File: src/hw/uteh_regs.svh
`ifndef UTEH_REGS_SVH
`define UTEH_REGS_SVH
// How it works
// - Never report stall on isochronous endpoint
// - Descriptor error only in transfer/command completion
// - Transfer descriptor error sets endpoint Error state
// - SETUP protocol errors decrement bus error counter
// - CRC/data packet errors retried to limit
// - ACK on retry-flagged data packet is error
// - SuperSpeed timeout halts at once, USB2 retries
// - Isoch SuperSpeed timeout skips rest of interval
// - Bad PID retried, USB2 only
// - Isoch errors reported immediately, others halt
// - Transaction and babble codes only in transfers
// - Babble sets code, event, halts endpoint
// - Babble neither decrements counter nor retries
// - Babble length equals bytes actually written
// - EOF2 IN frame babble disables root port
// - Never start OUT crossing microframe end
// - IN frame babble disables port, sets change flag
// - Address request in setup is descriptor error
// - Stall halts endpoint with stall event
// - Reset command to Stopped, doorbell to Running
// - Bus error counter is two-bit down counter

// Completion codes
`define UTEH_CC_SUCCESS 8'h01
`define UTEH_CC_BABBLE 8'h03
`define UTEH_CC_XACT 8'h04
`define UTEH_CC_DESC 8'h05
`define UTEH_CC_STALL 8'h06
// Event kinds
`define UTEH_EV_NONE 2'h0
`define UTEH_EV_TRANSFER 2'h1
`define UTEH_EV_COMMAND 2'h2
`define UTEH_EV_PORT 2'h3
// Counter reset value
`define UTEH_CNT_RST 2'h0
`define UTEH_LEN_RST 16'h0000
`endif
File: src/hw/uteh_pkg.sv
package uteh_pkg;
    // Endpoint context states
    typedef enum logic [2:0] {
        UTEH_EP_DISABLED, UTEH_EP_RUNNING, UTEH_EP_HALTED, UTEH_EP_STOPPED, UTEH_EP_ERROR
    } uteh_ep_type;
    // Transaction outcome seen on the bus
    typedef enum logic [3:0] {
        UTEH_RES_OK, UTEH_RES_STALL, UTEH_RES_CRC, UTEH_RES_TIMEOUT, UTEH_RES_BADPID,
        UTEH_RES_NAK, UTEH_RES_NYET, UTEH_RES_NRDY, UTEH_RES_ACK_RTY
    } uteh_res_type;
    typedef enum logic [1:0] {UTEH_SPD_LS, UTEH_SPD_FS, UTEH_SPD_HS, UTEH_SPD_SS} uteh_spd_type;
    // One finished transaction report
    typedef struct packed {
        uteh_res_type res;
        logic is_setup;
        logic is_split_complete;
        logic is_in;
        logic babble_td;
        logic babble_pkt;
        logic babble_frame;
        logic [15:0] bytes_written;
    } uteh_xact_type;
    // One event posted
    typedef struct packed {
        logic [1:0] kind;
        logic [7:0] code;
        logic [15:0] length;
    } uteh_event_type;
endpackage

File: src/hw/uteh_error_handler.sv
`timescale 1ns/1ps
`include "uteh_regs.svh"
module uteh_error_handler
    import uteh_pkg::*;
#(
    parameter int CNT_W = 2
) (
    input wire logic clk,
    input wire logic nrst,
    input wire logic xact_start,                // Transaction begins, loads counter
    input wire logic xact_done,                 // Transaction outcome valid
    input wire uteh_xact_type xact,             // Outcome details
    input wire logic [CNT_W-1:0] error_retry_limit,
    input wire logic ep_isoch,                  // Endpoint is isochronous
    input wire uteh_spd_type ep_speed,          // Device speed
    input wire logic desc_bad,                  // Malformed transfer descriptor
    input wire logic desc_set_address,          // Setup stage carries address request
    input wire logic cmd_desc_bad,              // Malformed command descriptor
    input wire logic desc_err_to_hce,           // Use error flag instead of Error state
    input wire logic reset_ep_cmd,              // Reset-endpoint command
    input wire logic doorbell,                  // Endpoint doorbell write
    input wire logic setup_accepted,            // Device took next SETUP
    input wire logic interval_start,            // New isoch service interval
    input wire logic out_len_fits,              // OUT fits before microframe end
    input wire logic out_req,                   // OUT transaction wanted
    input wire logic port_enable_change_clr,    // Software clears change flag
    output uteh_ep_type endpoint_state_field,
    output logic retry_req,                     // Retry current transaction
    output logic out_go,                        // OUT may start
    output logic isoch_skip,                    // Isoch paused to next interval
    output logic host_controller_error_flag,
    output logic port_enabled,
    output logic port_enable_change_flag,
    output uteh_event_type event_out,
    output logic event_valid
);
    // Elaboration guard: the bus error counter must be exactly two bits;
    // a wider one would only widen the range of limits, a limit still allows limit minus one retries
    if (CNT_W != 2) begin : g_cnt_w_check
        $error("bus error counter must be two bits");
    end

    // State registers
    uteh_ep_type ep_r, ep_nxt;
    logic [CNT_W-1:0] cnt_r, cnt_nxt;           // Bus error down counter
    logic retry_r, retry_nxt;
    logic go_r, go_nxt;
    logic skip_r, skip_nxt;
    logic hce_r, hce_nxt;
    logic pen_r, pen_nxt;
    logic pec_r, pec_nxt;
    uteh_event_type ev_r, ev_nxt;
    logic evv_r, evv_nxt;
    // Port change event owed after an IN frame babble; it waits for a cycle
    // in which no other event is posted, so no completion is ever lost
    logic pev_r, pev_nxt;
    // Decode helpers, recomputed every cycle
    logic err_class;                            // Retryable error seen
    logic ss_timeout; // SuperSpeed timeout, never retried
    logic ev_busy; // Some other event already owns this cycle

    // Next-state computation
    // Requests are taken in a fixed priority: reset-endpoint command, doorbell,
    // accepted SETUP, command descriptor fault, transfer descriptor fault, and
    // last the transaction outcome. Only one of them moves the endpoint state
    // in a cycle; a lower one arriving together with a higher one is dropped,
    // so software and the link side must not pile them into one cycle.
    // Outcomes are only acted on while Running: a report that lands while the
    // ring is Halted or Stopped belongs to a pipe that is already out of the
    // schedule and is ignored.
    always_comb begin
        ep_nxt = ep_r;
        cnt_nxt = cnt_r;
        retry_nxt = 1'b0;
        skip_nxt = skip_r;
        hce_nxt = hce_r;
        pen_nxt = pen_r;
        pec_nxt = pec_r;
        ev_nxt = ev_r;
        evv_nxt = 1'b0;
        pev_nxt = pev_r;
        // One cycle late; the requester holds out_req until out_go
        // OUT boundary gate
        go_nxt = out_req && out_len_fits && ep_r == UTEH_EP_RUNNING && !skip_r;
        // Error classes that spend the retry budget. A SuperSpeed timeout is
        // split off below because it halts at once instead of retrying
        // error classes; bad PID is USB2 only
        err_class = xact.res == UTEH_RES_CRC || xact.res == UTEH_RES_ACK_RTY
            || (xact.res == UTEH_RES_BADPID && ep_speed != UTEH_SPD_SS)
            || (xact.res == UTEH_RES_TIMEOUT && ep_speed != UTEH_SPD_SS)
            || (xact.is_setup && ep_speed == UTEH_SPD_HS
                && (xact.res == UTEH_RES_NAK || xact.res == UTEH_RES_NYET))
            || (xact.is_setup && xact.is_split_complete && xact.res == UTEH_RES_NAK)
            || (xact.is_setup && ep_speed == UTEH_SPD_SS && xact.res == UTEH_RES_NRDY);
        ss_timeout = xact.res == UTEH_RES_TIMEOUT && ep_speed == UTEH_SPD_SS;
        // Isoch pause ends at next interval
        if (interval_start) begin
            skip_nxt = 1'b0;
        end
        if (xact_start) begin
            cnt_nxt = error_retry_limit;
        end
        if (reset_ep_cmd && ep_r == UTEH_EP_HALTED) begin
            ep_nxt = UTEH_EP_STOPPED;
            ev_nxt = '{kind: `UTEH_EV_COMMAND, code: `UTEH_CC_SUCCESS, length: `UTEH_LEN_RST};
            evv_nxt = 1'b1;
        end else if (doorbell && ep_r == UTEH_EP_STOPPED) begin
            // Doorbell restarts a Stopped ring
            ep_nxt = UTEH_EP_RUNNING;
        end else if (setup_accepted && ep_r == UTEH_EP_HALTED) begin
            // control halt cleared by accepted SETUP
            ep_nxt = UTEH_EP_RUNNING;
        end else if (cmd_desc_bad) begin
            // command descriptor errors in completion event
            ev_nxt = '{kind: `UTEH_EV_COMMAND, code: `UTEH_CC_DESC, length: `UTEH_LEN_RST};
            evv_nxt = 1'b1;
        end else if (desc_bad || desc_set_address) begin
            // descriptor error, Error state or flag
            ev_nxt = '{kind: `UTEH_EV_TRANSFER, code: `UTEH_CC_DESC, length: `UTEH_LEN_RST};
            evv_nxt = 1'b1;
            if (desc_err_to_hce) begin
                // Cheaper option: flag the controller, leave the ring alone
                hce_nxt = 1'b1;
            end else begin
                // Preferred option: park the endpoint in Error
                ep_nxt = UTEH_EP_ERROR;
            end
        end else if (xact_done && ep_r == UTEH_EP_RUNNING) begin
            // Outcome events are always transfer events
            ev_nxt.kind = `UTEH_EV_TRANSFER;
            ev_nxt.length = xact.bytes_written;
            if (xact.babble_td || xact.babble_pkt || xact.babble_frame) begin
                // babble: halt, no count, no retry
                ev_nxt.code = `UTEH_CC_BABBLE;
                evv_nxt = 1'b1;
                ep_nxt = UTEH_EP_HALTED;
                if (xact.babble_frame && xact.is_in && pen_r) begin
                    pen_nxt = 1'b0;
                    pec_nxt = 1'b1;
                    pev_nxt = 1'b1;
                end
            end else if (xact.res == UTEH_RES_STALL && !ep_isoch) begin
                ev_nxt.code = `UTEH_CC_STALL;
                evv_nxt = 1'b1;
                ep_nxt = UTEH_EP_HALTED;
            end else if (ss_timeout) begin
                ev_nxt.code = `UTEH_CC_XACT;
                evv_nxt = 1'b1;
                if (ep_isoch) begin
                    // Isoch waits for the next interval instead of halting
                    skip_nxt = 1'b1;
                end else begin
                    ep_nxt = UTEH_EP_HALTED;
                end
            end else if (err_class) begin
                if (ep_isoch) begin
                    // Isoch pipes do not halt on these errors, error goes out at once
                    ev_nxt.code = `UTEH_CC_XACT;
                    evv_nxt = 1'b1;
                end else if (cnt_r <= CNT_W'(1)) begin
                    cnt_nxt = `UTEH_CNT_RST;
                    ev_nxt.code = `UTEH_CC_XACT;
                    evv_nxt = 1'b1;
                    ep_nxt = UTEH_EP_HALTED;
                end else begin
                    // Budget left: count down and ask for a retry
                    cnt_nxt = cnt_r - CNT_W'(1);
                    retry_nxt = 1'b1;
                end
            end else if (xact.res == UTEH_RES_OK) begin
                // Success refills the budget for the next transaction
                cnt_nxt = error_retry_limit;
            end
        end
        // A clear landing with a fresh frame babble would hide it from software
        // set wins over clear
        if (port_enable_change_clr && !(pec_nxt && !pec_r)) begin
            pec_nxt = 1'b0;
        end
        // It takes the first cycle with no other event, so none is overwritten
        // owed port change event
        ev_busy = evv_nxt;
        if (pev_r && !ev_busy) begin
            ev_nxt = '{kind: `UTEH_EV_PORT, code: `UTEH_CC_SUCCESS, length: `UTEH_LEN_RST};
            evv_nxt = 1'b1;
            pev_nxt = 1'b0;
        end
    end

    // Registers only
    // Reset leaves the endpoint Running with an empty counter: a transfer
    // must begin with a start pulse to load the retry budget
    always_ff @(posedge clk or negedge nrst) begin
        if (!nrst) begin
            ep_r <= UTEH_EP_RUNNING;
            cnt_r <= `UTEH_CNT_RST;
            retry_r <= 1'b0;
            go_r <= 1'b0;
            skip_r <= 1'b0;
            hce_r <= 1'b0;
            pen_r <= 1'b1;
            pec_r <= 1'b0;
            ev_r <= '0;
            evv_r <= 1'b0;
            pev_r <= 1'b0;
        end else begin
            ep_r <= ep_nxt;
            cnt_r <= cnt_nxt;
            retry_r <= retry_nxt;
            go_r <= go_nxt;
            skip_r <= skip_nxt;
            hce_r <= hce_nxt;
            pen_r <= pen_nxt;
            pec_r <= pec_nxt;
            ev_r <= ev_nxt;
            evv_r <= evv_nxt;
            pev_r <= pev_nxt;
        end
    end

    // Every output is a register copy, so nothing combinational reaches a pin
    assign endpoint_state_field = ep_r;
    assign retry_req = retry_r;
    assign out_go = go_r;
    assign isoch_skip = skip_r;
    assign host_controller_error_flag = hce_r;
    assign port_enabled = pen_r;
    assign port_enable_change_flag = pec_r;
    assign event_out = ev_r;
    assign event_valid = evv_r;

    // Checks
    // Properties check the registers; some start from the inputs and look one
    // edge later, the rest relate register values within one cycle or to $past.
    // Reset disables them all; the first edge after release sees reset values
    // in any past term of a register.
    property p_no_isoch_stall;
        @(posedge clk) disable iff (!nrst) ep_isoch ##1 evv_r |-> ev_r.code != `UTEH_CC_STALL;
    endproperty
    a_no_isoch_stall: assert property (p_no_isoch_stall) else $error("stall on isoch");
    property p_stall_halts;
        @(posedge clk) disable iff (!nrst)
        xact_done && ep_r == UTEH_EP_RUNNING && xact.res == UTEH_RES_STALL && !ep_isoch
        && !xact.babble_td && !xact.babble_pkt && !xact.babble_frame && !reset_ep_cmd && !doorbell
        && !setup_accepted && !cmd_desc_bad && !desc_bad && !desc_set_address
        |=> ep_r == UTEH_EP_HALTED && evv_r && ev_r.code == `UTEH_CC_STALL;
    endproperty
    a_stall_halts: assert property (p_stall_halts) else $error("stall did not halt");
    property p_xact_code_kind;
        @(posedge clk) disable iff (!nrst)
        evv_r && (ev_r.code == `UTEH_CC_XACT || ev_r.code == `UTEH_CC_BABBLE) |-> ev_r.kind == `UTEH_EV_TRANSFER;
    endproperty
    a_xact_code_kind: assert property (p_xact_code_kind) else $error("bad event kind");
    property p_desc_kind;
        @(posedge clk) disable iff (!nrst)
        evv_r && ev_r.code == `UTEH_CC_DESC |-> ev_r.kind != `UTEH_EV_PORT;
    endproperty
    a_desc_kind: assert property (p_desc_kind) else $error("descriptor error kind");
    property p_babble_len;
        @(posedge clk) disable iff (!nrst)
        evv_r && ev_r.code == `UTEH_CC_BABBLE |-> ev_r.length == $past(xact.bytes_written)
        && ep_r == UTEH_EP_HALTED && !retry_r && cnt_r == $past(cnt_r);
    endproperty
    a_babble_len: assert property (p_babble_len) else $error("babble handling");
    property p_out_gate;
        @(posedge clk) disable iff (!nrst) go_r |-> $past(out_len_fits) && $past(out_req);
    endproperty
    a_out_gate: assert property (p_out_gate) else $error("OUT across frame end");
    property p_port_off;
        @(posedge clk) disable iff (!nrst) $fell(pen_r) |-> pec_r && ev_r.code == `UTEH_CC_BABBLE && pev_r;
    endproperty
    a_port_off: assert property (p_port_off) else $error("port disable");
    property p_port_event;
        @(posedge clk) disable iff (!nrst)
        pev_r && !ev_busy |=> evv_r && ev_r.kind == `UTEH_EV_PORT && ev_r.code == `UTEH_CC_SUCCESS;
    endproperty
    a_port_event: assert property (p_port_event) else $error("port change event missing");
    property p_reset_ep;
        @(posedge clk) disable iff (!nrst)
        ep_r == UTEH_EP_HALTED && reset_ep_cmd ##1 doorbell && !reset_ep_cmd
        |-> ep_r == UTEH_EP_STOPPED ##1 ep_r == UTEH_EP_RUNNING;
    endproperty
    a_reset_ep: assert property (p_reset_ep) else $error("reset-endpoint flow");
    property p_retry_dec;
        @(posedge clk) disable iff (!nrst) retry_r |-> cnt_r == $past(cnt_r) - CNT_W'(1);
    endproperty
    a_retry_dec: assert property (p_retry_dec) else $error("retry without decrement");
    c_babble: cover property (@(posedge clk) evv_r && ev_r.code == `UTEH_CC_BABBLE);
    c_xact: cover property (@(posedge clk) evv_r && ev_r.code == `UTEH_CC_XACT && ep_r == UTEH_EP_HALTED);
    c_retry: cover property (@(posedge clk) retry_r ##1 retry_r);
    c_skip: cover property (@(posedge clk) skip_r);
    c_port_event: cover property (@(posedge clk) evv_r && ev_r.kind == `UTEH_EV_PORT);
endmodule

File: config.mk
export PLATFORM = sky130hd
export DESIGN_NAME = uteh_error_handler
export DESIGN_NICKNAME = d
export VERILOG_FILES = /design/src/hw/uteh_pkg.sv /design/src/hw/uteh_error_handler.sv
export VERILOG_INCLUDE_DIRS = /design/src /design/src/hw
export SDC_FILE = /design/constraint.sdc
export NUM_CORES = 1
export LEC_CHECK = 0
export ABC_AREA = 1
export BUFFER_PORTS_ARGS = -buffer_cell sky130_fd_sc_hd__buf_2
export CAP_MARGIN = 0
export CELL_PAD_IN_SITES_DETAIL_PLACEMENT = 0
export CELL_PAD_IN_SITES_GLOBAL_PLACEMENT = 1
export CORE_MARGIN = 5
export CORE_UTILIZATION = 37
export CTS_BUF_LIST = sky130_fd_sc_hd__clkbuf_8
export CTS_CLUSTER_DIAMETER = 80
export CTS_CLUSTER_SIZE = 12
export DETAILED_ROUTE_END_ITERATION = 10
export PLACE_DENSITY_LB_ADDON = 0.08
export SYNTH_ARGS = -nofsm -noshare
export SYNTH_HDL_FRONTEND = slang
export SYNTH_SLANG_ARGS = --single-unit
File: constraint.sdc
create_clock -name clk -period 3.8 [get_ports clk]
set_input_delay 0.57 -clock clk [delete_from_list [all_inputs] [get_ports clk]]
set_output_delay 0.57 -clock clk [all_outputs]
set_load 0.01 [all_outputs]
==> flow_summary_export.csv, run 1 <==
group,metric,value,unit
outcome,status,"finished, final reports clean",
drt,viasPerCell,4.560,
logic_synthesis,synth_top_cell_by_area,"dfrtp_1",
logic_synthesis,syn_avg_cell_area,7.790,µm²
clock_network,cts_hold_buf,0,
sta,setup_viol,0,
global_route,grt_overflow,0,
final_layout,antenna_cells,0,
logic_synthesis,ys_seq_area_share,43.47,%
sta,setup_ws,1.839,ns
clock_network,clk_latency,0.28,ns
sta,drv_slew,0,
final_layout,multi_input_area,943.4,µm²
logic_synthesis,ys_types,33,
critical_path,arrival,2.13,ns
drt,drc_errors,0,
floorplan,die_x,82.84,µm
global_route,grt_pass1_vias,1785,
power,pwr-share-seq,44.1,%
logic_synthesis,synthesis.area,1963,µm²
drt,vias,1824,
power,switching_power,391.0,µW
power,p_leak,1.389,nW
drt,avgRoutedWirePerCell,12.30,µm
floorplan,dieArea,6862,µm²
power,switching_share,36.15,%
floorplan,start_util,38.19,%
placement,dpl.hpwl,3.691,mm
power,intPower,690.6,µW
clock_network,post_cts_resized,0,
clock_network,root_buffer,"clkbuf_8",
logic_synthesis,yosys_warnings,0,
power,clock_power_share,24.9,%
critical_path,crit_path_end_kind,"flop",
sta,finClkSkew,0.007524,ns
final_layout,area_growth,25.05,%
clock_network,cts_setup_buffers,0,
logic_synthesis,ys_ff_latch,34,
logic_synthesis,synth_top_area_share,40.79,%
global_route,grtUsageTotal,14.55,%
floorplan,rows,26,
sta,period_needed,1.961,ns
power,pwr-share-comb,30.9,%
clock_network,clock_sinks,34,
critical_path,crit_type,"flop to flop",
global_route,grt_max_degree,35,
logic_synthesis,synthFlopType,"dfrtp_1",
clock_network,cts_tree,"yes",
logic_synthesis,synth_edf_count,0,
final_layout,fillers,567,
sta,rsz0062_at_grt,"false",
final_layout,ff_latch_area,853.3,µm²
clock_network,clk_pin_slew_worst_paths,0.07,ns
drt,ant_nets,0,
clock_network,numCtsBuffers,5,
drt,postRouteWirelength,4.918,mm
logic_synthesis,syn_inst,252,
global_route,antenna_found_initial,0,
final_layout,post-route-util,47.76,%
sta,finalHoldViolCount,0,
critical_path,crit_path_max_fanout,18,
placement,port_buffers,76,
power,p_per_area,440.6,nW/µm²
power,irDropWorstVdd,0.2607,mV
critical_path,worstSetupStartpointType,"flop",
placement,dp_cells,392,
final_layout,nets,375,
clock_network,clock_path_buffers,2,
power,power.total,1.082,mW
floorplan,coreArea,5140,µm²
logic_synthesis,synthArstFlopShare,100.0,%
global_route,grt_pass1_wl,8.376,mm
floorplan,die_h,82.84,µm
drt,drtIter0Drc,109,
job,cap_violations,0,
logic_synthesis,netlist_top_cells_area,"dfrtp_1, nand2_1, nand3b_1",
final_layout,drive_gt1_share,30.30,%
placement,dp_slack,1.733,ns
floorplan,ioPinCount,82,
placement,gp_congestion,0.7693,
logic_synthesis,synthTopCellsByCount,"nand2_1, dfrtp_1, inv_1",
drt,dr.pass1.iters,4,
sta,max_freq,509.8,MHz
sta,worst_pin_slew,0.7636,ns
final_layout,final_cells,400,
logic_synthesis,post-synth-top-count-cell,"nand2_1",
hold_path,min_path_type,"input port to async pin",
sta,slew_headroom,49.09,%
sta,post-route-period-util,51.62,%
sta,setup_tns,0,ns
critical_path,required,3.97,ns
clock_network,htree_levels,2,
==> power by group through the flow <==
stage,Clock (mW),Sequential (mW),Combinational [mW]
after global placement,0,0.486,0.340
after CTS,0.281,0.479,0.343
after global routing,0.296,0.488,0.381
after floorplan,0,0.507,0.196
after detailed placement,0,0.484,0.342
final,0.270,0.477,0.335
==> cells in the final DEF, fill, tap and decap left out, types with 2 or more instances in the layout <==
cell	netlist	routed
nor2_4	2	2
o21ai_0	6	6
conb_1	1	5
inv_4	2	2
nand3_1	18	18
buf_2	0	76
inv_1	21	22
nand3b_1	16	16
clkbuf_8	0	6
nand3_4	2	2
nor2_1	14	14
inv_2	2	2
nor4_1	2	2
nand4_1	5	5
dfstp_2	2	2
nor3_1	2	2
dfrtp_1	32	32
nand2_1	101	101
==> cells by family after synthesis <==
| logic type | share of synthesized area, % |
|---|---|
| buffers and inverters | 9.241 |
| AOI/OAI and AO/OA | 4.972 |
| DFF | 43.47 |
| other | 0.1910 |
| and+or+nand+nor | 42.13 |
==> critical path, stage by stage (launching register included) <==
cell     delay (ns)
dfstp_2        0.58
nand4_2        0.27
nor3b_2        0.27
nor2_4         0.38
inv_4          0.18
nand2_1        0.10
nand2_1        0.06
==> layer usage <==
metal | wire length (µm) | vias to the layer above | GRT usage [%] | part of all wire (%)
met1 | 2419 | 814 | 19.30 | 49
met2 | 2112 | 51 | 22.45 | 43
met5 | 0 | - | 0 | 0
met4 | 32 | 0 | 3.566 | 0.65
li1 | - | 955 | - | -
met3 | 353 | 4 | 5.446 | 7.2
==> stage by stage <==
stage,area (µm²),hold slack (ns)
final,2455,0.3608
after global routing,2455,0.4287
after CTS,2455,0.3938
after detailed placement,2364,0.4428
after global placement,2364,0.4372
after floorplan,1978,0.2744
==> area by class of cell <==
class                      count  area share, %
tap                           70          3.568
sequential                    34          34.76
clock inverter                 2         0.3568
inverter                      25          4.027
multi-input combinational    187          38.43
timing repair buffer          76          15.49
clock buffer                   6          3.364
==> flip-flops by register name, indices dropped and copies added, names as in the netlist <==
signal and cells:
cnt_r 2, isoch_skip 1, event_out 21, pev_r 1, port_enabled 1, endpoint_state_field 3
port_enable_change_flag 1, host_controller_error_flag 1, retry_req 1, event_valid 1, out_go 1
==> final timing paths <==
check | startpoint | to | slack (ns) | depth (start not counted)
worst max-delay path | endpoint_state_field[0]$_DFFE_PN1P_ | event_out[0]$_DFFE_PN0P_ | 1.84 | 6
worst min-delay path | nrst | event_out[25]$_DFFE_PN0P_ | 0.36 | 1
worst max register to register | endpoint_state_field[0]$_DFFE_PN1P_ | event_out[0]$_DFFE_PN0P_ | 1.84 | 6
worst min register to register | port_enabled$_DFFE_PN1P_ | port_enabled$_DFFE_PN1P_ | 0.45 | 2
max in group asynchronous | nrst | event_out[8]$_DFFE_PN0P_ | 2.96 | 1
min in group clk | port_enabled$_DFFE_PN1P_ | port_enabled$_DFFE_PN1P_ | 0.45 | 2
Power figures use the tool's default switching activity.
==> run 2, diff against run 1 <==
--- a/config.mk
+++ b/config.mk
@@ -12,7 +12,7 @@
 export CELL_PAD_IN_SITES_DETAIL_PLACEMENT = 0
 export CELL_PAD_IN_SITES_GLOBAL_PLACEMENT = 1
 export CORE_MARGIN = 5
-export CORE_UTILIZATION = 37
+export CORE_UTILIZATION = 31
 export CTS_BUF_LIST = sky130_fd_sc_hd__clkbuf_8
 export CTS_CLUSTER_DIAMETER = 80
 export CTS_CLUSTER_SIZE = 12
==> constraint.sdc (replaced) <==
create_clock -name clk -period 1.65 [get_ports clk]
set_input_delay 0.2475 -clock clk [delete_from_list [all_inputs] [get_ports clk]]
set_output_delay 0.2475 -clock clk [all_outputs]
set_load 0.01 [all_outputs]
==> run 2 against run 1 <==
Against the previous run: the flow now finishes with violations (negative setup slack); highest routed layer unchanged; critical path type unchanged; via count is 5.2% higher; core utilization shrank 3.4 points; sequential power is 130% higher; critical path depth grew 3; worst hold slack got worse by 0.23 ns; register-to-register slack got worse by 1.9 ns; non-clock buffer count rose by 25.
==> flow_summary_export.csv, run 2 (synthesized netlist as in run 1, its figures left out) <==
group,metric,value,unit
floorplan,start_util,31.46,%
sta,max_freq,598.4,MHz
final_layout,layout_commonest_cell,"nand2_1",
global_route,antenna_found_initial,0,
critical_path,crit_type,"flop to flop",
sta,post-route-period-util,101.3,%
drt,dr.pass1.iters,4,
placement,dp_slack,-0.07950,ns
sta,finClkSkew,0.008500,ns
sta,slew_headroom,63.63,%
outcome,status,"finished with violations",
sta,period_needed,1.671,ns
placement,gp_congestion,0.7946,
power,switching_share,37.01,%
floorplan,die_h,89.58,µm
sta,finalHoldViolCount,0,
floorplan,die_x,89.58,µm
clock_network,clk_latency,0.28,ns
power,irDropWorstVdd,0.5743,mV
placement,dpl.hpwl,4.210,mm
sta,setup_ws,-0.02101,ns
drt,viasPerCell,4.419,
global_route,grt_pass1_wl,8.611,mm
clock_network,clock_sinks,34,
sta,drv_slew,0,
drt,postRouteWirelength,5.582,mm
clock_network,root_buffer,"clkbuf_8",
final_layout,drive_gt1_share,40.34,%
critical_path,crit_path_max_fanout,11,
global_route,grt_overflow,0,
outcome,violations,"negative setup slack",
drt,drtIter0Drc,77,
clock_network,clk_pin_slew_worst_paths,0.08,ns
drt,ant_nets,0,
final_layout,nets,402,
power,power.total,2.742,mW
sta,setup_viol,18,
floorplan,ioPinCount,82,
critical_path,crit_path_end_kind,"flop",
power,intPower,1.727,mW
final_layout,final_cell_mix,"nand2_1, buf_2, dfrtp_1",
sta,worst_pin_slew,0.5456,ns
global_route,grt_pass1_vias,1832,
drt,drc_errors,0,
power,p_leak,1.519,nW
clock_network,numCtsBuffers,5,
clock_network,cts_tree,"yes",
critical_path,worstSetupStartpointType,"flop",
critical_path,arrival,1.85,ns
job,cap_violations,0,
sta,rsz0062_at_grt,"true",
placement,port_buffers,76,
floorplan,coreArea,6241,µm²
clock_network,clock_path_buffers,2,
power,pwr-share-seq,40.6,%
final_layout,largest_register_ffs,21,
final_layout,antenna_cells,0,
drt,avgRoutedWirePerCell,12.86,µm
global_route,grt_max_degree,20,
drt,vias,1918,
power,clock_power_share,23.6,%
final_layout,area_growth,41.17,%
floorplan,rows,29,
power,p_per_area,989.4,nW/µm²
power,pwr-share-comb,35.8,%
hold_path,min_path_type,"input port to flop",
floorplan,dieArea,8025,µm²
global_route,grtUsageTotal,13.88,%
power,switching_power,1.015,mW
critical_path,required,1.83,ns
clock_network,htree_levels,2,
## run 2: path summary, 6_finish.rpt
kind | startpoint | endpoint | slack, ns | cells after the start
setup / recovery | endpoint_state_field[0]$_DFFE_PN1P_ | event_out[6]$_DFFE_PN0P_ | -0.02 | 9
hold / removal | port_enable_change_clr | port_enable_change_flag$_DFF_PN0_ | 0.13 | 2
setup reg to reg | endpoint_state_field[0]$_DFFE_PN1P_ | event_out[6]$_DFFE_PN0P_ | -0.02 | 9
hold reg to reg | port_enabled$_DFFE_PN1P_ | port_enabled$_DFFE_PN1P_ | 0.46 | 2
max in group asynchronous | nrst | event_out[24]$_DFFE_PN0P_ | 0.62 | 3
min in group asynchronous | nrst | event_out[6]$_DFFE_PN0P_ | 0.41 | 2
## run 2: area by class of cell
cell class | count | area (µm²)
inverters | 25 | 101.3
clock buffers | 6 | 82.58
repair buffers | 101 | 586.8
clock inverters | 2 | 12.51
multi-input cells | 189 | 1039
well taps | 77 | 96.34
flip-flops and latches | 34 | 853.3
fillers | 680 | 3470
## run 2: stage by stage
step | hold slack, ns | setup TNS [ns] | utilization, % | std cells | instance area [µm²]
2_1_floorplan | -0.04809 | 0 | - | 256 | 1978
3_3_place_gp | 0.1979 | -0.4358 | 40.98 | 422 | 2557
3_5_place_dp | 0.1974 | -1.212 | 40.98 | 422 | 2557
4_1_cts | 0.1300 | -0.1584 | 43.32 | 432 | 2704
5_1_grt | 0.1162 | -2.625 | 44.41 | 434 | 2771
6_report | 0.1345 | -0.1708 | 44.41 | 434 | 2771
## run 2: layer usage
layer	vias to the layer above	GRT usage (%)	part of all wire, %
met5	-	0	0
met4	0	2.436	0.34
met3	2	3.376	5.5
met2	49	20.55	45
met1	857	20.70	49
li1	1010	-	-
## run 2: power groups by stage
stage / sequential, mW / combinational [mW] / clock, mW
2_1_floorplan: 1.17 / 0.452 / 0
3_3_place_gp: 1.11 / 0.950 / 0
3_5_place_dp: 1.10 / 0.950 / 0
4_1_cts: 1.11 / 0.978 / 0.668
5_1_grt: 1.13 / 1.10 / 0.707
6_report: 1.11 / 0.981 / 0.647
## run 2: what timing repair did
action                     in CTS  in global routing
setup endpoints to repair      24                 28
gates cloned                    1                  1
hold endpoints to repair       13                  0
setup buffers                   0                  1
resized for setup               5                 18
pin swaps                       3                  6
hold buffers                    1                  0
## run 2: worst max-delay path, cell delays in order, from the launching register on
cell,delay (ns)
dfstp_2,0.58
inv_2,0.07
nand4_4,0.12
nand3_4,0.12
nor2_4,0.13
nand3_2,0.09
nand3_4,0.17
nand2_8,0.10
nand3b_1,0.12
nand2_1,0.05
==> run 3, diff against run 2 <==
--- a/config.mk
+++ b/config.mk
@@ -18,6 +18,7 @@
 export CTS_CLUSTER_SIZE = 12
 export DETAILED_ROUTE_END_ITERATION = 10
 export PLACE_DENSITY_LB_ADDON = 0.08
+export SETUP_SLACK_MARGIN = 0.3
 export SYNTH_ARGS = -nofsm -noshare
 export SYNTH_HDL_FRONTEND = slang
 export SYNTH_SLANG_ARGS = --single-unit
==> run 3 against run 2 <==
Against the previous run: the flow finishes with violations (negative hold slack, negative setup slack); core utilization is 1.3 points higher; worst hold slack worse by 0.14 ns; setup slack worse by 0.0094 ns; sequential cell count stayed put; sequential power hardly changed; combinational power is 15% higher; critical path type unchanged.
==> flow_summary_export.csv, run 3 (synthesized netlist as in run 1, its figures left out) <==
group,metric,value,unit
critical_path,r2r-end,"event_out[6]$_DFFE_PN0P_",
critical_path,crit_path_max_fanout,11,
sta,period_needed,1.680,ns
placement,dp_slack,-0.1132,ns
final_layout,layout_commonest_cell,"nand2_1",
sta,hold_ws,-0.007824,ns
placement,dpl.hpwl,4.034,mm
sta,max_freq,595.1,MHz
clock_network,numCtsBuffers,5,
placement,gp_congestion,0.7986,
critical_path,rrSetupSlack,-0.03,ns
drt,avgRoutedWirePerCell,12.51,µm
floorplan,start_util,31.46,%
power,p_leak,1.552,nW
placement,port_buffers,76,
global_route,grtUsageMet1,19.92,%
sta,post-route-period-util,101.8,%
power,irDropWorstVdd,0.7237,mV
global_route,antenna_found_initial,0,
job,cap_violations,0,
hold_path,min_path_type,"input port to async pin",
global_route,top_usage_layer,"met2",
final_layout,final_cell_mix,"nand2_1, buf_2, dfrtp_1",
drt,postRouteWirelength,5.478,mm
sta,rsz0062_at_grt,"true",
drt,ant_nets,0,
clock_network,htree_levels,2,
drt,viasPerCell,4.493,
global_route,met2_usage,21.68,%
sta,drv_slew,0,
drt,vias,1968,
final_layout,largest_register_ffs,21,
drt,drc_errors,0,
global_route,use_met3,3.376,%
clock_network,clk_pin_slew_worst_paths,0.07,ns
clock_network,cts_tree,"yes",
final_layout,area_growth,45.32,%
power,p_per_area,1037,nW/µm²
floorplan,rows,29,
sta,setup_tns,-0.3000,ns
critical_path,crit_type,"flop to flop",
placement,dp_cells,422,
sta,finalHoldViolCount,11,
critical_path,critPathCapture,"event_out[6]$_DFFE_PN0P_",
final_layout,nets,406,
global_route,grt_pass1_wl,8.769,mm
clock_network,root_buffer,"clkbuf_8",
final_layout,drive_gt1_share,40.72,%
critical_path,required,1.82,ns
floorplan,die_h,89.58,µm
final_layout,antenna_cells,0,
global_route,grtUsageTotal,14.11,%
outcome,status,"finished with violations",
sta,setup_viol,19,
clock_network,clock_path_buffers,2,
drt,drtIter0Drc,66,
clock_network,clk_latency,0.28,ns
global_route,grt_overflow,0,
critical_path,arrival,1.85,ns
critical_path,reg2reg_depth,9,
drt,dr.pass1.iters,4,
global_route,grt_max_degree,35,
sta,setup_ws,-0.03042,ns
clock_network,clock_sinks,34,
critical_path,r2r_start,"endpoint_state_field[0]$_DFFE_PN1P_",
outcome,violations,"negative hold slack, negative setup slack",
critical_path,crit_path_end_kind,"flop",
critical_path,worstSetupStartpointType,"flop",
floorplan,die_x,89.58,µm
critical_path,timing.critical_path.from,"endpoint_state_field[0]$_DFFE_PN1P_",
floorplan,ioPinCount,82,
floorplan,coreArea,6241,µm²
global_route,grt_pass1_vias,1871,
final_layout,final_cells,438,
floorplan,dieArea,8025,µm²
sta,finClkSkew,0.007905,ns
run 3: changes by cell type in the layout (fill, tap and decap cells not counted), moves of 2 or more:
cell / before / now
nand2_1: 93 / 95
nand2_2: 8 / 5
inv_1: 18 / 20
buf_6: 1 / 3
buf_4: 22 / 26
run 3: how the worst min path moves through the flow:
stage                     cells past startpoint                         to  slack [ns]
after global placement                        2  event_out[15]$_DFFE_PN0P_        0.31
after global routing                          2   event_out[9]$_DFFE_PN0P_        0.03
after detailed placement                      2  event_out[15]$_DFFE_PN0P_        0.31
after CTS                                     2  event_out[15]$_DFFE_PN0P_       0.009
final                                         2  event_out[15]$_DFFE_PN0P_      -0.008
after floorplan                               0         cnt_r[0]$_DFF_PN0_       -0.05
run 3: critical path, cell delays in order, from the launching register on:
cell and delay (ns):
dfstp_2 0.56, inv_2 0.06, nand4_4 0.13, nand3_4 0.13
nor2_4 0.12, nand3_2 0.09, nand3_4 0.20, nand2_8 0.11
nand3b_1 0.12, nand2_1 0.05
run 3: metal layers:
layer | vias up | wire [µm]
met4 | 0 | 87
met1 | 883 | 2474
met2 | 50 | 2585
li1 | 1026 | -
met3 | 9 | 331
met5 | - | 0
run 3: cell type report:
type,count,area [µm²]
clock buffers,5,68.82
clock inverters,3,37.54
fillers,667,3388
inverters,25,101.3
multi-input cells,188,1051
flip-flops and latches,34,853.3
well taps,77,96.34
repair buffers,106,644.4
run 3: through the flow:
| stage | instance area [µm²] | total power, mW | utilization [%] | hold WS [ns] |
|---|---|---|---|---|
| 2_1_floorplan | 2001 | 1.630 | - | -0.04809 |
| 3_3_place_gp | 2592 | 2.104 | 41.54 | 0.3117 |
| 3_5_place_dp | 2592 | 2.105 | 41.54 | 0.3144 |
| 4_1_cts | 2795 | 2.941 | 44.79 | 0.009247 |
| 5_1_grt | 2853 | 3.188 | 45.71 | 0.02806 |
| 6_report | 2853 | 2.960 | 45.71 | -0.007824 |
run 3: where the power goes:
group / internal, mW / switching [mW]
logic: 0.504 / 0.626
registers: 0.985 / 0.120
clock network: 0.439 / 0.286
total: 1.93 / 1.03
run 3: repair_timing:
item                                    4_1_cts  5_1_grt
resized for setup                            17        7
hold buffers                                  0        0
setup buffers                                 3        4
gates cloned                                  1        0
endpoints found under the hold margin         0        0
pin swaps                                     2       13
endpoints found under the setup margin       32       34
